## config.mk

```make
export PLATFORM = sky130hd
export DESIGN_NAME = lpd_top
export DESIGN_NICKNAME = d
export VERILOG_FILES = /design/src/verilog/lpd_pkg.sv /design/src/verilog/lpd_serial_rx.sv /design/src/verilog/lpd_top.sv
export VERILOG_INCLUDE_DIRS = /design/src /design/src/verilog
export SDC_FILE = /design/constraint.sdc
export NUM_CORES = 1
export LEC_CHECK = 0
export ABC_AREA = 1
export BUFFER_PORTS_ARGS = -buffer_cell sky130_fd_sc_hd__buf_2
export CAP_MARGIN = 5
export CORE_ASPECT_RATIO = 0.9
export CORE_MARGIN = 4
export CORE_UTILIZATION = 60
export CTS_CLUSTER_DIAMETER = 100
export DETAILED_ROUTE_END_ITERATION = 10
export PLACE_DENSITY_LB_ADDON = 0.25
export SKIP_CTS_REPAIR_TIMING = 1
export SLEW_MARGIN = 20
export SYNTH_ARGS = -nofsm -noshare
export SYNTH_HDL_FRONTEND = slang
export SYNTH_SLANG_ARGS = --single-unit
```

## constraint.sdc

```tcl
create_clock -name ref_clk_i -period 3.5 [get_ports ref_clk_i]
set_input_delay 0.35 -clock ref_clk_i [delete_from_list [all_inputs] [get_ports ref_clk_i]]
set_output_delay 0.35 -clock ref_clk_i [all_outputs]
set_load 0.02 [all_outputs]
```

## src/verilog/lpd_params.svh

```systemverilog
// Offsets, field positions, reset values and timing counts of the loop DAC
`ifndef LPD_PARAMS_SVH
`define LPD_PARAMS_SVH

`define LPD_CMD_WR_DAC 8'h01
`define LPD_CMD_WR_CTRL 8'h02
`define LPD_CMD_FORCE_ALM 8'h06
`define LPD_CMD_RESET 8'h07
`define LPD_CMD_MEASURE 8'h08
`define LPD_CMD_NOP 8'h09
`define LPD_CMD_RD_DAC 8'h81
`define LPD_CMD_RD_CTRL 8'h82
`define LPD_CMD_RD_FAULT 8'h85

`define LPD_CTRL_PWR_BIT 7
`define LPD_CTRL_SEL_BIT 8
`define LPD_CTRL_RBDIS_BIT 11
`define LPD_CTRL_WDDIS_BIT 12
`define LPD_FLT_SPI_BIT 15
`define LPD_FLT_PEC_BIT 14

`define LPD_CTRL_RST 16'h0000
`define LPD_DAC_RST 16'h0000

`define LPD_FRAME_BITS 6'd24
`define LPD_FRAME_CRC_BITS 6'd32
`define LPD_CNT_SAT 6'd33
`define LPD_CRC_POLY 8'h07

`define LPD_CLK_PERIOD_NS 8
`define LPD_MS_NS 1000000
`define LPD_WDOG_TIMEOUT_MS 1000

`endif

```

## src/verilog/lpd_pkg.sv

```systemverilog
// Types shared by the loop DAC control and its serial receiver
`include "lpd_params.svh"
package lpd_pkg;

   typedef enum logic [1:0] {
      SPAN_4_20 = 2'h0,
      SPAN_3P8_21 = 2'h1,
      SPAN_3P2_24 = 2'h2
   } lpd_span_t;

   typedef enum logic [2:0] {
      VREG_1P8 = 3'h0, VREG_2P5 = 3'h1, VREG_3P0 = 3'h2, VREG_3P3 = 3'h3,
      VREG_5P0 = 3'h4, VREG_9P0 = 3'h5, VREG_12P0 = 3'h6, VREG_NONE = 3'h7
   } lpd_vreg_t;

   typedef enum logic [1:0] {
      ALM_NONE = 2'h0,
      ALM_3P2 = 2'h1,
      ALM_22P8 = 2'h2,
      ALM_24P0 = 2'h3
   } lpd_alm_t;

   // Gray order along idle -> power up -> convert
   typedef enum logic [1:0] {
      ADC_IDLE = 2'h0,
      ADC_PWR = 2'h1,
      ADC_CONV = 2'h3
   } lpd_adc_st_t;

   typedef struct packed {
      logic [7:0] cmd;
      logic [15:0] data;
   } lpd_frame_t;

   typedef struct packed {
      logic [2:0] s1;
      logic [2:0] s2;
      logic sclk_d;
      logic sync_d;
      logic [31:0] sh;
      logic [5:0] cnt;
      logic [23:0] tx;
      logic sdo;
      logic vld;
      logic crc_err;
      lpd_frame_t fr;
   } lpd_rx_t;

   typedef struct packed {
      logic [5:0] strap_s1;
      logic [5:0] strap_s2;
      logic [1:0] settle;
      logic straps_ok;
      lpd_span_t span;
      lpd_vreg_t vreg;
      logic vreg_ok;
      logic alarm_up;
      logic [15:0] dac;
      logic [15:0] ctrl;
      logic alarm;
      lpd_alm_t alm_lvl;
      logic spi_fault;
      logic pec_fault;
      logic [7:0] adc_res;
      lpd_adc_st_t adc_st;
      logic adc_start;
      logic [31:0] ms_cnt;
      logic [15:0] wd_cnt;
      logic [23:0] tx_word;
   } lpd_core_t;

   localparam lpd_core_t LPD_CORE_RST = '{
      strap_s1: 6'h00, strap_s2: 6'h00, settle: 2'h0, straps_ok: 1'b0,
      span: SPAN_4_20, vreg: VREG_1P8, vreg_ok: 1'b0, alarm_up: 1'b0,
      dac: `LPD_DAC_RST, ctrl: `LPD_CTRL_RST, alarm: 1'b1,
      alm_lvl: ALM_3P2, spi_fault: 1'b0, pec_fault: 1'b0, adc_res: 8'h00,
      adc_st: ADC_IDLE, adc_start: 1'b0, ms_cnt: 32'h0, wd_cnt: 16'h0,
      tx_word: 24'h000000};

endpackage

```

## src/verilog/lpd_serial_rx.sv

```systemverilog
// Serial command receiver: pin sync, 24/32-bit frames, check byte, readback
`timescale 1ns/100ps
`include "lpd_params.svh"
module lpd_serial_rx import lpd_pkg::*; (
   input wire logic ref_clk_i,
   input wire logic nrst_i,
   input wire logic sclk_i,
   input wire logic sync_n_i,
   input wire logic sdin_i,
   input wire logic [23:0] tx_word_i,
   output logic sdo_o,
   output logic frame_vld_o,
   output logic crc_err_o,
   output lpd_frame_t frame_o
);

   lpd_rx_t q;
   lpd_rx_t n;
   logic sclk;
   logic syncn;
   logic din;
   logic sync_rise;
   logic crc_ok;

   // Edge detectors start at the idle pin levels so no false edge follows
   localparam lpd_rx_t RX_RST = '{s1: 3'h6, s2: 3'h6, sclk_d: 1'b1,
      sync_d: 1'b1, default: '0};

   function automatic logic [7:0] crc8(input logic [23:0] d);
      logic [7:0] c;
      c = 8'h00;
      for (int i = 23; i >= 0; i--) begin
         if (c[7] ^ d[i]) begin
            c = {c[6:0], 1'b0} ^ `LPD_CRC_POLY;
         end else begin
            c = {c[6:0], 1'b0};
         end
      end
      return c;
   endfunction

   assign sclk = q.s2[2];
   assign syncn = q.s2[1];
   assign din = q.s2[0];
   assign sync_rise = !q.sync_d && syncn;
   assign crc_ok = crc8(q.sh[31:8]) == q.sh[7:0];

   always_comb begin
      n = q;
      n.s1 = {sclk_i, sync_n_i, sdin_i};
      n.s2 = q.s1;
      n.sclk_d = sclk;
      n.sync_d = syncn;
      n.vld = 1'b0;
      n.crc_err = 1'b0;
      if (q.sync_d && !syncn) begin
         n.cnt = 6'd0;
         n.tx = tx_word_i;
         n.sdo = tx_word_i[23];
      end else if (!syncn) begin
         if (q.sclk_d && !sclk) begin
            n.sh = {q.sh[30:0], din};
            if (q.cnt != `LPD_CNT_SAT) begin
               n.cnt = q.cnt + 6'd1;
            end
         end else if (!q.sclk_d && sclk) begin
            n.tx = {q.tx[22:0], 1'b0};
            n.sdo = q.tx[22];
         end
      end
      // Any other length is dropped silently and does not feed the watchdog
      if (sync_rise) begin
         if (q.cnt == `LPD_FRAME_BITS) begin
            n.vld = 1'b1; // [RULE_15]
            n.fr = q.sh[23:0];
         end else if (q.cnt == `LPD_FRAME_CRC_BITS) begin
            n.vld = crc_ok; // [RULE_15]
            n.crc_err = !crc_ok;
            n.fr = q.sh[31:8];
         end
      end
   end

   always_ff @(posedge ref_clk_i) begin
      if (!nrst_i) begin
         q <= RX_RST;
      end else begin
         q <= n;
      end
   end

   assign sdo_o = q.sdo;
   assign frame_vld_o = q.vld;
   assign crc_err_o = q.crc_err;
   assign frame_o = q.fr;
endmodule

```

## src/verilog/lpd_top.sv

```systemverilog
// Loop DAC control: straps, power-on state, watchdog, measurement sequencing
// Overview of operation
// [RULE_01] Span straps pick 4-20, 3.8-21 or 3.2-24
// [RULE_02] Control bit 8 selects temperature or supply
// [RULE_03] Measure command powers converter, runs one conversion
// [RULE_04] Host sends measure only without auto readback
// [RULE_05] Fault register read returns latest conversion result
// [RULE_06] Host powers converter via bit 7 first
// [RULE_07] Power-on loads defaults, loop at alarm level
// [RULE_08] Alarm and defaults hold until host writes
// [RULE_09] Watchdog on from power-on, one second
// [RULE_10] No traffic in one second raises fault
// [RULE_11] Regulator straps decode seven voltages, 111 unused
// [RULE_12] Host ramps codes below 1.3 mA/ms
// [RULE_13] Alarm strap high upscale, low 3.2 mA
// [RULE_14] Watchdog timeout sets serial fault, forces alarm
// [RULE_15] Frame is command byte, data word, check
// [RULE_16] Straps sampled once after reset, then static
`timescale 1ns/100ps
`include "lpd_params.svh"
module lpd_top import lpd_pkg::*; #(
   parameter int unsigned MS_CYCLES = `LPD_MS_NS / `LPD_CLK_PERIOD_NS,
   parameter int unsigned WDOG_MS = `LPD_WDOG_TIMEOUT_MS
) (
   input wire logic ref_clk_i,
   input wire logic nrst_i,
   input wire logic sclk_i,
   input wire logic sync_n_i,
   input wire logic sdin_i,
   output logic sdo_o,
   input wire logic span_strap_b0_i,
   input wire logic span_strap_b1_i,
   input wire logic alarm_dir_strap_i,
   input wire logic vreg_strap_b0_i,
   input wire logic vreg_strap_b1_i,
   input wire logic vreg_strap_b2_i,
   input wire logic adc_done_i,
   input wire logic [7:0] adc_data_i,
   output logic straps_ok_o,
   output lpd_span_t span_o,
   output lpd_vreg_t vreg_o,
   output logic vreg_ok_o,
   output logic [15:0] loop_code_o,
   output logic alarm_o,
   output lpd_alm_t alarm_level_o,
   output logic fault_o,
   output logic adc_power_o,
   output logic adc_sel_o,
   output logic adc_start_o
);

   lpd_core_t q;
   lpd_core_t n;
   logic frame_vld;
   logic crc_err;
   lpd_frame_t fr;
   logic ms_tick;
   logic wd_en;
   logic meas_req;
   logic [15:0] fault_word;

   function automatic lpd_span_t span_dec(input logic [1:0] s);
      case (s)
         2'h0: span_dec = SPAN_4_20;
         2'h2: span_dec = SPAN_3P2_24;
         default: span_dec = SPAN_3P8_21;
      endcase
   endfunction

   lpd_serial_rx u_rx (
      .ref_clk_i(ref_clk_i),
      .nrst_i(nrst_i),
      .sclk_i(sclk_i),
      .sync_n_i(sync_n_i),
      .sdin_i(sdin_i),
      .tx_word_i(q.tx_word),
      .sdo_o(sdo_o),
      .frame_vld_o(frame_vld),
      .crc_err_o(crc_err),
      .frame_o(fr)
   );

   assign ms_tick = q.ms_cnt == 32'(MS_CYCLES - 1);
   assign wd_en = !q.ctrl[`LPD_CTRL_WDDIS_BIT];
   assign fault_word = {q.spi_fault, q.pec_fault, 6'h00, q.adc_res}; // [RULE_05]

   always_comb begin
      n = q;
      n.adc_start = 1'b0;
      meas_req = 1'b0;
      n.strap_s1 = {alarm_dir_strap_i, vreg_strap_b2_i, vreg_strap_b1_i,
         vreg_strap_b0_i, span_strap_b1_i, span_strap_b0_i};
      n.strap_s2 = q.strap_s1;
      // Straps are read once; later changes are ignored until next reset
      if (!q.straps_ok) begin
         if (q.settle == 2'h2) begin
            n.straps_ok = 1'b1; // [RULE_16]
            n.span = span_dec(q.strap_s2[1:0]); // [RULE_01]
            n.vreg = lpd_vreg_t'(q.strap_s2[4:2]); // [RULE_11]
            n.vreg_ok = q.strap_s2[4:2] != 3'h7; // [RULE_11]
            n.alarm_up = q.strap_s2[5]; // [RULE_13]
         end else begin
            n.settle = q.settle + 2'h1;
         end
      end
      // One-millisecond enable feeding the watchdog
      if (ms_tick || frame_vld) begin
         n.ms_cnt = 32'h0;
      end else begin
         n.ms_cnt = q.ms_cnt + 32'h1;
      end
      if (frame_vld) begin
         n.wd_cnt = 16'h0;
      end else if (ms_tick && wd_en && q.wd_cnt != 16'(WDOG_MS)) begin
         n.wd_cnt = q.wd_cnt + 16'h1; // [RULE_09]
      end
      if (frame_vld) begin
         if (!q.ctrl[`LPD_CTRL_RBDIS_BIT]) begin
            n.tx_word = {`LPD_CMD_RD_FAULT, fault_word}; // [RULE_05]
            meas_req = q.ctrl[`LPD_CTRL_PWR_BIT]; // [RULE_06]
         end
         case (fr.cmd)
            `LPD_CMD_WR_DAC: begin
               n.dac = fr.data;
               n.alarm = 1'b0; // [RULE_08]
            end
            `LPD_CMD_WR_CTRL: n.ctrl = fr.data;
            `LPD_CMD_FORCE_ALM: n.alarm = 1'b1;
            `LPD_CMD_RESET: begin
               n.dac = `LPD_DAC_RST;
               n.ctrl = `LPD_CTRL_RST;
               n.alarm = 1'b1;
            end
            `LPD_CMD_MEASURE: meas_req = 1'b1; // [RULE_03]
            `LPD_CMD_RD_DAC: n.tx_word = {fr.cmd, q.dac};
            `LPD_CMD_RD_CTRL: n.tx_word = {fr.cmd, q.ctrl};
            `LPD_CMD_RD_FAULT: begin
               n.tx_word = {fr.cmd, fault_word}; // [RULE_05]
               n.spi_fault = 1'b0;
               n.pec_fault = 1'b0;
            end
            default: n.tx_word = q.tx_word;
         endcase
      end
      // Setting the flags after their clear lets a same-cycle event win
      if (crc_err) begin
         n.pec_fault = 1'b1;
      end
      if (ms_tick && wd_en && !frame_vld &&
         q.wd_cnt == 16'(WDOG_MS - 1)) begin
         n.spi_fault = 1'b1; // [RULE_14]
         n.alarm = 1'b1; // [RULE_10]
      end
      // Requests while a conversion runs are dropped, not queued
      case (q.adc_st)
         ADC_IDLE: if (meas_req) n.adc_st = ADC_PWR; // [RULE_03]
         ADC_PWR: begin
            n.adc_start = 1'b1;
            n.adc_st = ADC_CONV;
         end
         ADC_CONV: if (adc_done_i) begin
            n.adc_res = adc_data_i; // [RULE_05]
            n.adc_st = ADC_IDLE;
         end
         default: n.adc_st = ADC_IDLE;
      endcase
      if (!n.alarm) begin
         n.alm_lvl = ALM_NONE;
      end else if (!n.alarm_up) begin
         n.alm_lvl = ALM_3P2; // [RULE_13]
      end else if (n.span == SPAN_3P2_24) begin
         n.alm_lvl = ALM_24P0; // [RULE_07]
      end else begin
         n.alm_lvl = ALM_22P8; // [RULE_07]
      end
   end

   always_ff @(posedge ref_clk_i) begin
      if (!nrst_i) begin
         q <= LPD_CORE_RST; // [RULE_07]
      end else begin
         q <= n;
      end
   end

   assign straps_ok_o = q.straps_ok;
   assign span_o = q.span;
   assign vreg_o = q.vreg;
   assign vreg_ok_o = q.vreg_ok;
   assign loop_code_o = q.dac;
   assign alarm_o = q.alarm;
   assign alarm_level_o = q.alm_lvl;
   assign fault_o = q.spi_fault || q.pec_fault; // [RULE_10]
   assign adc_power_o = q.ctrl[`LPD_CTRL_PWR_BIT] || q.adc_st != ADC_IDLE;
   assign adc_sel_o = q.ctrl[`LPD_CTRL_SEL_BIT]; // [RULE_02]
   assign adc_start_o = q.adc_start;
endmodule

```

==> run metrics, run 1 <==
Starting Density=61.0%; Pwr Density=468 nW/um^2; status=completed; max-slew violations=0; Unique masters post-synth=47; num rows=47; fmax=approximately 0.35 GHz; Clock Sinks=238; gr ovfl total=0; top-count cell post-synth=nand2_1; # port buffers=50; Worst-Skew Late Latency=0.52 ns; post-DP HPWL=between 15 and 20 mm; Placeable Area=18,400 um^2; CTS root buffer=clkbuf_16; Max Cap Violations=0; H-tree depth=1; critical path data required time=slightly below 4 ns; Top FF cell, synth=dfxtp_1; vias in the first global route=about 9,500; share of layout cells above drive strength 1=9.27%; Final Cell Area=around 12,000 um^2; Iteration-0 DRC Markers=around 870; most area-hungry cell type in the Yosys netlist=dfxtp_1; min setup slack post-route=approximately 0.61 ns; full die area=around 21,000 um^2; flop and latch count out of synthesis=238; crit share post-route=~83%; CTS tree=built; DRC Markers=0; Commonest cells post-synth=nand2_1, dfxtp_1, inv_1, nor2_1, a21oi_1; Leak=around 5.0 nW; antenna violations before repair=1; CTS buffer count=24; crit end category=flop; reg2reg path depth=6; crit path max fanout=20; Area Overhead vs Synth=9.70%; GRT Overall Usage=25.0%; Pre-antenna DRT Iters=6; final design utilization=between 60% and 70%; routed wire length=about 27 mm; Worst Clk Skew=between 0.015 and 0.02 ns; cell area after synthesis=~11,000 um^2; Worst Hold Class=input port to flop; Critical Setup Path Class=flop to flop; Relative slew margins=a little over a third; Critical Path AT=about 3.3 ns; most area-consuming cells after synthesis=dfxtp_1, nand2_1, inv_1, a21oi_1, nor2_1; Top Ports=51; Syn Nets=1,644; Nets=about 1,600; worst hold slack=approximately 0.013 ns; Async S/R FF share, synth=0%; post-synth top area share=a little over two fifths; Max Buffers Root-to-Sink=3; VDD IR-drop max=approximately 0.00033 V; Placed Instance Area=~11,000 um^2; Routed Antenna Nets=0; vias per cell=~5.5; Worst Tran Pin Value=0.951 ns; Hold Vio Cnt, Final=0; total number of yosys warnings=0; largest net degree at the start of global routing=around 100; Startpoint Class=flop; global-route wire length before repair=between 40 and 50 mm; EDFF count, synth=0; die height=138 um; clock transition at the registers of the reported paths=roughly 0.060 ns; Setup TNS=0 ns; unrepaired setup endpoints after global routing=false; Syn Inst Count=1,617; Hold Path Stages=3; final setup fails=0; gpl congestion=about 0.89; Die X=between 150 and 200 um; average size of a mapped cell=~7 um^2; Final Critical Period=just under 3 ns; sequential share of the synthesized area=between 40% and 50%; DR WL/cell=14.4 um; pre-CTS setup slack=~0.65 ns; Vias=slightly above 10,000
-- worst paths after layout --
check                   startpoint        to  slack, ns
setup / recovery  u_rx.frame_vld_o     q[69]       0.61
hold reg to reg         u_rx.n[91]  u_rx.din       0.40
hold / removal     vreg_strap_b1_i    n[133]       0.01
setup reg to reg  u_rx.frame_vld_o     q[69]       0.61
-- layout make-up --
cell class,instances,area (um^2)
Tap cell,245,307
Clock inverter,8,133
Sequential cell,238,4760
Inverter,203,762
Multi-Input combinational cell,1089,5290
Antenna cell,1,2.50
Timing Repair Buffer,66,370
Fill cell,1545,6080
Clock buffer,36,696
-- metrics by stage --
step                cells  power, W
floorplan            1617   0.00310
global placement     1841   0.00315
detailed placement   1841   0.00316
CTS                  1885   0.00581
global route         1886   0.00597
finish               1886   0.00577
-- cells in the final DEF (no fill, tap or decap), types with 6 or more instances in the layout --
cell type | netlist | layout
a211oi_1 | 16 | 16
inv_2 | 5 | 6
nand4_1 | 26 | 26
clkbuf_1 | 56 | 7
o211ai_1 | 9 | 9
dfxtp_1 | 238 | 238
o21a_1 | 6 | 6
buf_4 | 23 | 16
nand2_1 | 353 | 353
nor4_1 | 12 | 12
nand3_2 | 6 | 6
inv_1 | 197 | 196
nand3_1 | 74 | 74
nand2_2 | 6 | 6
a21oi_1 | 146 | 146
a311oi_1 | 11 | 11
nor2_2 | 9 | 9
buf_2 | 4 | 50
o21ai_0 | 124 | 124
xor2_1 | 9 | 9
nor2_1 | 181 | 180
clkbuf_16 | 0 | 24
nor3_1 | 41 | 41
ha_1 | 7 | 7
-- sequential cells by signal (all words and copies together), names as in the netlist --
name	flops
adc_start_o	1
n	6
vreg_ok_o	1
q	98
adc_sel_o	1
loop_code_o	16
u_rx.frame_vld_o	1
vreg_o	3
alarm_level_o	2
u_rx.sdo_o	1
span_o	2
u_rx.n	5
u_rx.q	63
u_rx.crc_err_o	1
alarm_o	1
u_rx.din	1
u_rx.frame_o	24
fault_word	10
straps_ok_o	1
-- worst max-delay path, cell delays in order (launching register included) --
cell	delay, ns
dfxtp_1	0.39
nor2_1	0.58
inv_1	0.30
nor2_1	0.63
inv_1	0.53
a21oi_1	0.24
o21a_1	0.14
-- kinds of logic (layout without fill, tap and decap cells) --
group                    after synthesis  after routing  synth area share, %
XOR/XNOR                              14             14                 1.09
other                                  0              1                    0
AO/OA/AOI/OAI                        332            332                 16.3
multiplexers                           1              1               0.0891
AND/OR/NAND/NOR                      735            735                 28.7
adder cells (fa/ha/maj)                7              7                0.779
buffers and inverters                290            313                 10.6
flip-flops                           238            238                 42.4
-- report_power, final --
part           total (W)  internal [W]  switching (W)
Clock            0.00267       0.00160        0.00106
Sequential       0.00281       0.00278      0.0000318
Combinational   0.000296     0.0000967       0.000200
Total            0.00577       0.00448        0.00130
-- metal layers --
metal | global-route usage [%] | share of wire [%] | up-vias
met3 | 3.36 | 5.8 | 62
li1 | - | - | 5256
met1 | 33.7 | 45 | 4716
met4 | 8.44 | 2.7 | 0
met5 | 0 | 0 | -
met2 | 42.1 | 46 | 350
Note: power is estimated with default switching activity, not from simulation.
==> inputs of run 2 (changes only) <==
--- a/config.mk
+++ b/config.mk
@@ -11,7 +11,7 @@
 export CAP_MARGIN = 5
 export CORE_ASPECT_RATIO = 0.9
 export CORE_MARGIN = 4
-export CORE_UTILIZATION = 60
+export CORE_UTILIZATION = 56
 export CTS_CLUSTER_DIAMETER = 100
 export DETAILED_ROUTE_END_ITERATION = 10
 export PLACE_DENSITY_LB_ADDON = 0.25
==> constraint.sdc (replaced) <==
create_clock -name ref_clk_i -period 2.5 [get_ports ref_clk_i]
set_input_delay 0.25 -clock ref_clk_i [delete_from_list [all_inputs] [get_ports ref_clk_i]]
set_output_delay 0.25 -clock ref_clk_i [all_outputs]
set_load 0.02 [all_outputs]
==> run 2 against run 1 <==
  * The run now ends with hold timing left
  * Count of clock-buffer cells in the layout down 1
  * Sequential power increased by 40%
  * Maximum frequency up 27%
  * Sequential cell count unchanged
  * Non-clock buffer count increased by 20
  * Sequential share of layout area is 0.59 points lower
  * Power is 39% higher
  * Design area increased by 1.8%
  * Critical path depth increased by 10
  * Wire length rose by 0.25%
  * Largest cell class unchanged
  * Largest power group unchanged
  * Highest routed layer unchanged
==> run metrics, run 2 (synthesis gave the netlist of run 1 again) <==
Die X=157 um (was 152 um); Placed Instance Area=11,600 um^2 (was 11,500 um^2); crit share post-route=91.2% (was 82.6%); DR WL/cell=14.2 um (was 14.4 um); most common cell after layout, fill and taps aside=nand2_1 (unchanged); Pwr Density=639 nW/um^2 (was 468 nW/um^2); Worst Tran Pin Value=0.920 ns (was 0.951 ns); power share of the sequential group=49.1% (was 48.6%); DRC Markers=0 (unchanged); Total Power=0.00801 W (was 0.00577 W); Fillers=1,746 (was 1,545); largest net degree at the start of global routing=102 (unchanged); Comb pwr share=5.6% (was 5.1%); slowest cell on the critical path=dfxtp_1 (was nor2_1); Pre-antenna DRT Iters=5 (was 6); antenna violations before repair=0 (was 1); Startpoint Class=flop (unchanged); Area Overhead vs Synth=11.7% (was 9.70%); GRT Overall Usage=23.5% (was 25.0%); final setup fails=0 (unchanged); fmax=0.439 GHz (was 0.346 GHz); post-DP HPWL=18.7 mm (was 18.9 mm); # port buffers=50 (unchanged); Final Critical Period=2.28 ns (was 2.89 ns); vias per cell=5.43 (was 5.51); Top delay family on crit path=simple AND/OR/NAND/NOR gates (unchanged); Final Cell Area=12,500 um^2 (was 12,300 um^2); Worst Clk Skew=0.0107 ns (was 0.0183 ns); Nets=1,669 (was 1,649); Critical Setup Path Class=flop to flop (unchanged); VDD IR-drop max=0.000489 V (was 0.000332 V); vias in the first global route=9,486 (was 9,504); crit path max fanout=4 (was 20); CTS buffer count=24 (unchanged); Max Cap Violations=0 (unchanged); Max stage delay on crit path=0.35 ns (was 0.63 ns); Worst Hold Class=input port to flop (unchanged); H-tree depth=1 (unchanged); Critical Path AT=2.69 ns (was 3.34 ns); P_int=0.00616 W (was 0.00448 W); Reg with most FFs=q (unchanged); full die area=22,400 um^2 (was 21,000 um^2); most frequent cells in the layout=nand2_1, dfxtp_1, inv_1 (unchanged); global-route wire length before repair=44.7 mm (was 44.9 mm); Clock Power Share=45.3% (was 46.2%); Hold Vio Cnt, Final=1 (was 0); worst hold slack=-0.00189 ns (was 0.0130 ns); num rows=48 (was 47); max FFs per register=98 (unchanged); Top Ports=51 (unchanged); crit end category=flop (unchanged); antenna diode count=0 (was 1); WP buf/inv=1 (was 2); die height=142 um (was 138 um); Worst-Skew Late Latency=0.52 ns (about the same); Max Buffers Root-to-Sink=3 (unchanged); max-slew violations=0 (unchanged); worst path cell trace=ha_2 > nand2_1 > nor2_2 > nand3_2 > nor2_4 > nand3_2 > nor2_2 > nand3_1 > inv_2 > nand3_2 > nor2_2 > nand4_2 > nor2_1 > nand2_1 > o21ai_1 > a21oi_1 (was nor2_1 > inv_1 > nor2_1 > inv_1 > a21oi_1 > o21a_1); gr ovfl total=0 (unchanged); Routed Antenna Nets=0 (unchanged); Leak=5.11 nW (was 5.02 nW); Relative slew margins=38.5% (was 36.6%); share of layout cells above drive strength 1=10.9% (was 9.27%); Starting Density=57.7% (was 61.0%); status=finished, violations left (was completed); Vias=10,400 (about the same); gpl congestion=0.908 (was 0.891); CTS root buffer=clkbuf_16 (unchanged); sw frac=23.1% (was 22.5%); Clock Sinks=238 (unchanged); clock transition at the registers of the reported paths=0.06 ns (about the same); Placeable Area=19,500 um^2 (was 18,400 um^2); critical path data required time=2.91 ns (was 3.95 ns); routed wire length=27.2 mm (was 27.1 mm); Iteration-0 DRC Markers=1,011 (was 866); CTS tree=built (unchanged); sw power=0.00185 W (was 0.00130 W); failing checks=hold timing
[run 2: cell count changes in the layout (fill, tap and decap cells not counted), moves of 9 or more]
cell	delta
dfxtp_1	-9
dlygate4sd3_1	+9
buf_4	+10
dfxtp_2	+9
[run 2: power by group through the flow]
stage	Combinational, W	Sequential, W	Clock, W
floorplan	0.000324	0.00402	0
global placement	0.000418	0.00401	0
detailed placement	0.000430	0.00401	0
CTS	0.000435	0.00393	0.00368
global route	0.000510	0.00394	0.00384
finish	0.000451	0.00393	0.00363
[run 2: path summary, 6_finish.rpt]
| kind | start | end | slack, ns | depth (start not counted) |
|---|---|---|---|---|
| worst min-delay path | adc_done_i | q[74] | -0.002 | 4 |
| worst max-delay path | q[41] | q[66] | 0.22 | 16 |
| worst min register to register | n[134] | q[134] | 0.42 | 2 |
| worst max register to register | q[41] | q[66] | 0.22 | 16 |
[run 2: through the flow]
stage	std cells	hold WS, ns	util, %	TNS [ns]	setup WS, ns
final	1910	-0.00189	64.5	0	0.221
after global routing	1910	0.0201	64.5	-0.0565	-0.0348
after global placement	1856	0.393	59.6	0	0.196
after detailed placement	1856	0.400	59.6	0	0.151
after floorplan	1617	0.348	-	0	0.435
after CTS	1900	-0.0994	63.7	0	0.132
[run 2: metal layers]
layer	track usage, %	share of wire (%)	wire (um)	vias up
li1	-	-	-	5305
met1	32.8	46	12500	4714
met2	38.0	46	12500	286
met3	3.19	4.9	1340	59
met4	6.93	2.9	775	0
met5	0	0	0	-
[run 2: area by class of cell]
class | instances | area [um^2] | share of cell area (%)
multi-input combinational | 1089 | 5340 | 42.6
sequential | 238 | 4780 | 38.1
inverter | 203 | 762 | 6.07
clock buffer | 35 | 682 | 5.43
timing repair buffer | 86 | 556 | 4.43
tap | 250 | 313 | 2.49
clock inverter | 9 | 119 | 0.947
[run 2: worst register-to-register path, cell delays in order (launching register included)]
cell	delay [ns]
dfxtp_1	0.35
ha_2	0.21
nand2_1	0.08
nor2_2	0.15
nand3_2	0.12
nor2_4	0.14
nand3_2	0.10
nor2_2	0.12
nand3_1	0.10
inv_2	0.10
nand3_2	0.09
nor2_2	0.14
nand4_2	0.11
nor2_1	0.12
nand2_1	0.08
o21ai_1	0.13
a21oi_1	0.05
==> inputs of run 3 (changes only) <==
--- a/config.mk
+++ b/config.mk
@@ -10,11 +10,10 @@
 export BUFFER_PORTS_ARGS = -buffer_cell sky130_fd_sc_hd__buf_2
 export CAP_MARGIN = 5
 export CORE_ASPECT_RATIO = 0.9
-export CORE_MARGIN = 4
-export CORE_UTILIZATION = 56
+export CORE_UTILIZATION = 60
 export CTS_CLUSTER_DIAMETER = 100
 export DETAILED_ROUTE_END_ITERATION = 10
-export PLACE_DENSITY_LB_ADDON = 0.25
+export PLACE_DENSITY = 0.87
 export SKIP_CTS_REPAIR_TIMING = 1
 export SLEW_MARGIN = 20
 export SYNTH_ARGS = -nofsm -noshare
==> constraint.sdc (replaced) <==
create_clock -name ref_clk_i -period 2.95 [get_ports ref_clk_i]
set_input_delay 0.295 -clock ref_clk_i [delete_from_list [all_inputs] [get_ports ref_clk_i]]
set_output_delay 0.295 -clock ref_clk_i [all_outputs]
set_load 0.02 [all_outputs]
==> run 3 against run 2 <==
  * Combinational power is 17% lower
  * Count of clock-buffer cells in the layout is 5 lower
  * Wire length is 5.1% higher
  * Global-route usage is 5.2 points higher
  * The flow now finishes without violations
  * Power is 10% lower
  * Critical endpoint is now q[13]
  * Highest routed layer unchanged
==> run metrics, run 3 (synthesis gave the netlist of run 1 again) <==
status=completed (was finished, violations left); Worst Tran Pin Value=0.944 ns (was 0.920 ns); vias per cell=5.61 (was 5.43); critical path data required time=3.37 ns (was 2.91 ns); num rows=47 (was 48); Critical Setup Path Class=flop to flop (unchanged); largest net degree at the start of global routing=102 (unchanged); final setup fails=0 (unchanged); cell repeated most along the worst path=nor2_1; post-DP HPWL=18.9 mm (was 18.7 mm); crit share post-route=86.6% (was 91.2%); slowest cell on the critical path=nor2_1 (was dfxtp_1); crit path max fanout=31 (was 4); Setup TNS=0 ns (unchanged); share of layout cells above drive strength 1=9.68% (was 10.9%); Stages on worst setup path=13 (was 16); post-route insts no fill=1,898 (was 1,910); WP buf/inv=4 (was 1); most common cell after layout, fill and taps aside=nand2_1 (unchanged); Hold Vio Cnt, Final=0 (was 1); Startpoint Class=flop (unchanged); Die X=146 um (was 157 um); Iteration-0 DRC Markers=1,013 (was 1,011); Critical Path AT=2.97 ns (was 2.69 ns); Top Ports=51 (unchanged); Clock Sinks=238 (unchanged); Relative slew margins=37.0% (was 38.5%); gr ovfl total=0 (unchanged); reg2reg path depth=13 (was 16); antenna diode count=0 (unchanged); M1 WL=12.1 mm (was 12.5 mm); CTS tree=built (unchanged); CTS buffer count=25 (was 24); Worst Clk Skew=0.0282 ns (was 0.0107 ns); Pwr Density=575 nW/um^2 (was 639 nW/um^2); Nets=1,663 (was 1,669); H-tree depth=1 (unchanged); global-route wire length before repair=46.3 mm (was 44.7 mm); most frequent cells in the layout=nand2_1, dfxtp_1, inv_1 (unchanged); Top Metal Used=met4 (unchanged); Final Critical Period=2.55 ns (was 2.28 ns); crit end category=flop (unchanged); placed insts=1,846 (was 1,856); routed wire length=28.5 mm (was 27.2 mm); GRT Overall Usage=28.7% (was 23.5%); Max Cap Violations=0 (unchanged); Worst-Skew Late Latency=0.53 ns (was 0.52 ns); # port buffers=50 (unchanged); clock transition at the registers of the reported paths=0.06 ns (about the same); Max Buffers Root-to-Sink=3 (unchanged); Vias=10,600 (was 10,400); Top delay family on crit path=simple AND/OR/NAND/NOR gates (unchanged); Routed Antenna Nets=0 (unchanged); Starting Density=61.2% (was 57.7%); gpl congestion=0.924 (was 0.908); DRC Markers=0 (unchanged); fmax=0.392 GHz (was 0.439 GHz); worst hold slack=0.0227 ns (was -0.00189 ns); Leak=5.12 nW (was 5.11 nW); vias in the first global route=9,798 (was 9,486); Met3 Wirelength=1.94 mm (was 1.34 mm); met2 wire length=13.7 mm (was 12.5 mm); final design utilization=68.3% (was 64.5%); Max stage delay on crit path=0.47 ns (was 0.35 ns); antenna violations before repair=0 (unchanged); Hold Path Stages=3 (was 4); max FFs per register=98 (unchanged); Worst Hold Class=input port to flop (unchanged); max-slew violations=0 (unchanged); Area Overhead vs Synth=11.5% (was 11.7%); CTS root buffer=clkbuf_16 (unchanged); VDD IR-drop max=0.000409 V (was 0.000489 V); Placeable Area=18,300 um^2 (was 19,500 um^2); Pre-antenna DRT Iters=6 (was 5); worst path cell trace=nor2_1 > inv_1 > nor3_1 > inv_1 > nor3_1 > nor2_1 > nand3_1 > nor3_1 > nor2_1 > inv_1 > buf_4 > a221oi_1 > nor2_1 (was ha_2 > nand2_1 > nor2_2 > nand3_2 > nor2_4 > nand3_2 > nor2_2 > nand3_1 > inv_2 > nand3_2 > nor2_2 > nand4_2 > nor2_1 > nand2_1 > o21ai_1 > a21oi_1); DR WL/cell=15.0 um (was 14.2 um); unrepaired setup endpoints after global routing=false; full die area=19,300 um^2 (was 22,400 um^2); Reg with most FFs=q (unchanged); die height=132 um (was 142 um); Total Power=0.00720 W (was 0.00801 W)
==> run 3: layout make-up <==
type | count | area [um^2]
Fill cell | 1453 | 5820
Inverter | 203 | 762
Clock buffer | 30 | 654
Timing Repair Buffer | 79 | 488
Sequential cell | 238 | 4760
Clock inverter | 14 | 259
Tap cell | 245 | 307
Multi-Input combinational cell | 1089 | 5290
==> run 3: path summary, 6_finish.rpt <==
| kind | startpoint | end | slack, ns |
|---|---|---|---|
| setup reg to reg | u_rx.frame_o[20] | q[13] | 0.40 |
| hold / removal | sdin_i | u_rx.n[91] | 0.02 |
| hold reg to reg | u_rx.n[92] | u_rx.n[89] | 0.40 |
| setup / recovery | u_rx.frame_o[20] | q[13] | 0.40 |
==> run 3: metrics by stage <==
stage / setup WS, ns / cell area (um^2)
6_report: 0.396 / 12500
5_1_grt: 0.0845 / 12500
4_1_cts: 0.433 / 12400
3_5_place_dp: 0.444 / 11500
3_3_place_gp: 0.537 / 11500
2_1_floorplan: 0.885 / 11200
==> run 3: layer usage <==
layer	vias up	GRT usage, %
met5	-	0
li1	5285	-
met4	0	9.03
met2	390	48.8
met3	68	3.25
met1	4904	38.1
==> run 3: worst reg2reg max path, cell delays in order, from the launching register on <==
cell and delay [ns]:
dfxtp_1 0.31, nor2_1 0.10, inv_1 0.06, nor3_1 0.23
inv_1 0.14, nor3_1 0.24, nor2_1 0.07, nand3_1 0.10
nor3_1 0.06, nor2_1 0.47, inv_1 0.08, buf_4 0.25
a221oi_1 0.28, nor2_1 0.06
==> run 3: power breakdown <==
group,switching [W],total (W),internal [W]
Sequential,0.0000409,0.00333,0.00329
Clock,0.00130,0.00349,0.00220
Combinational,0.000251,0.000376,0.000125
Total,0.00159,0.00720,0.00562
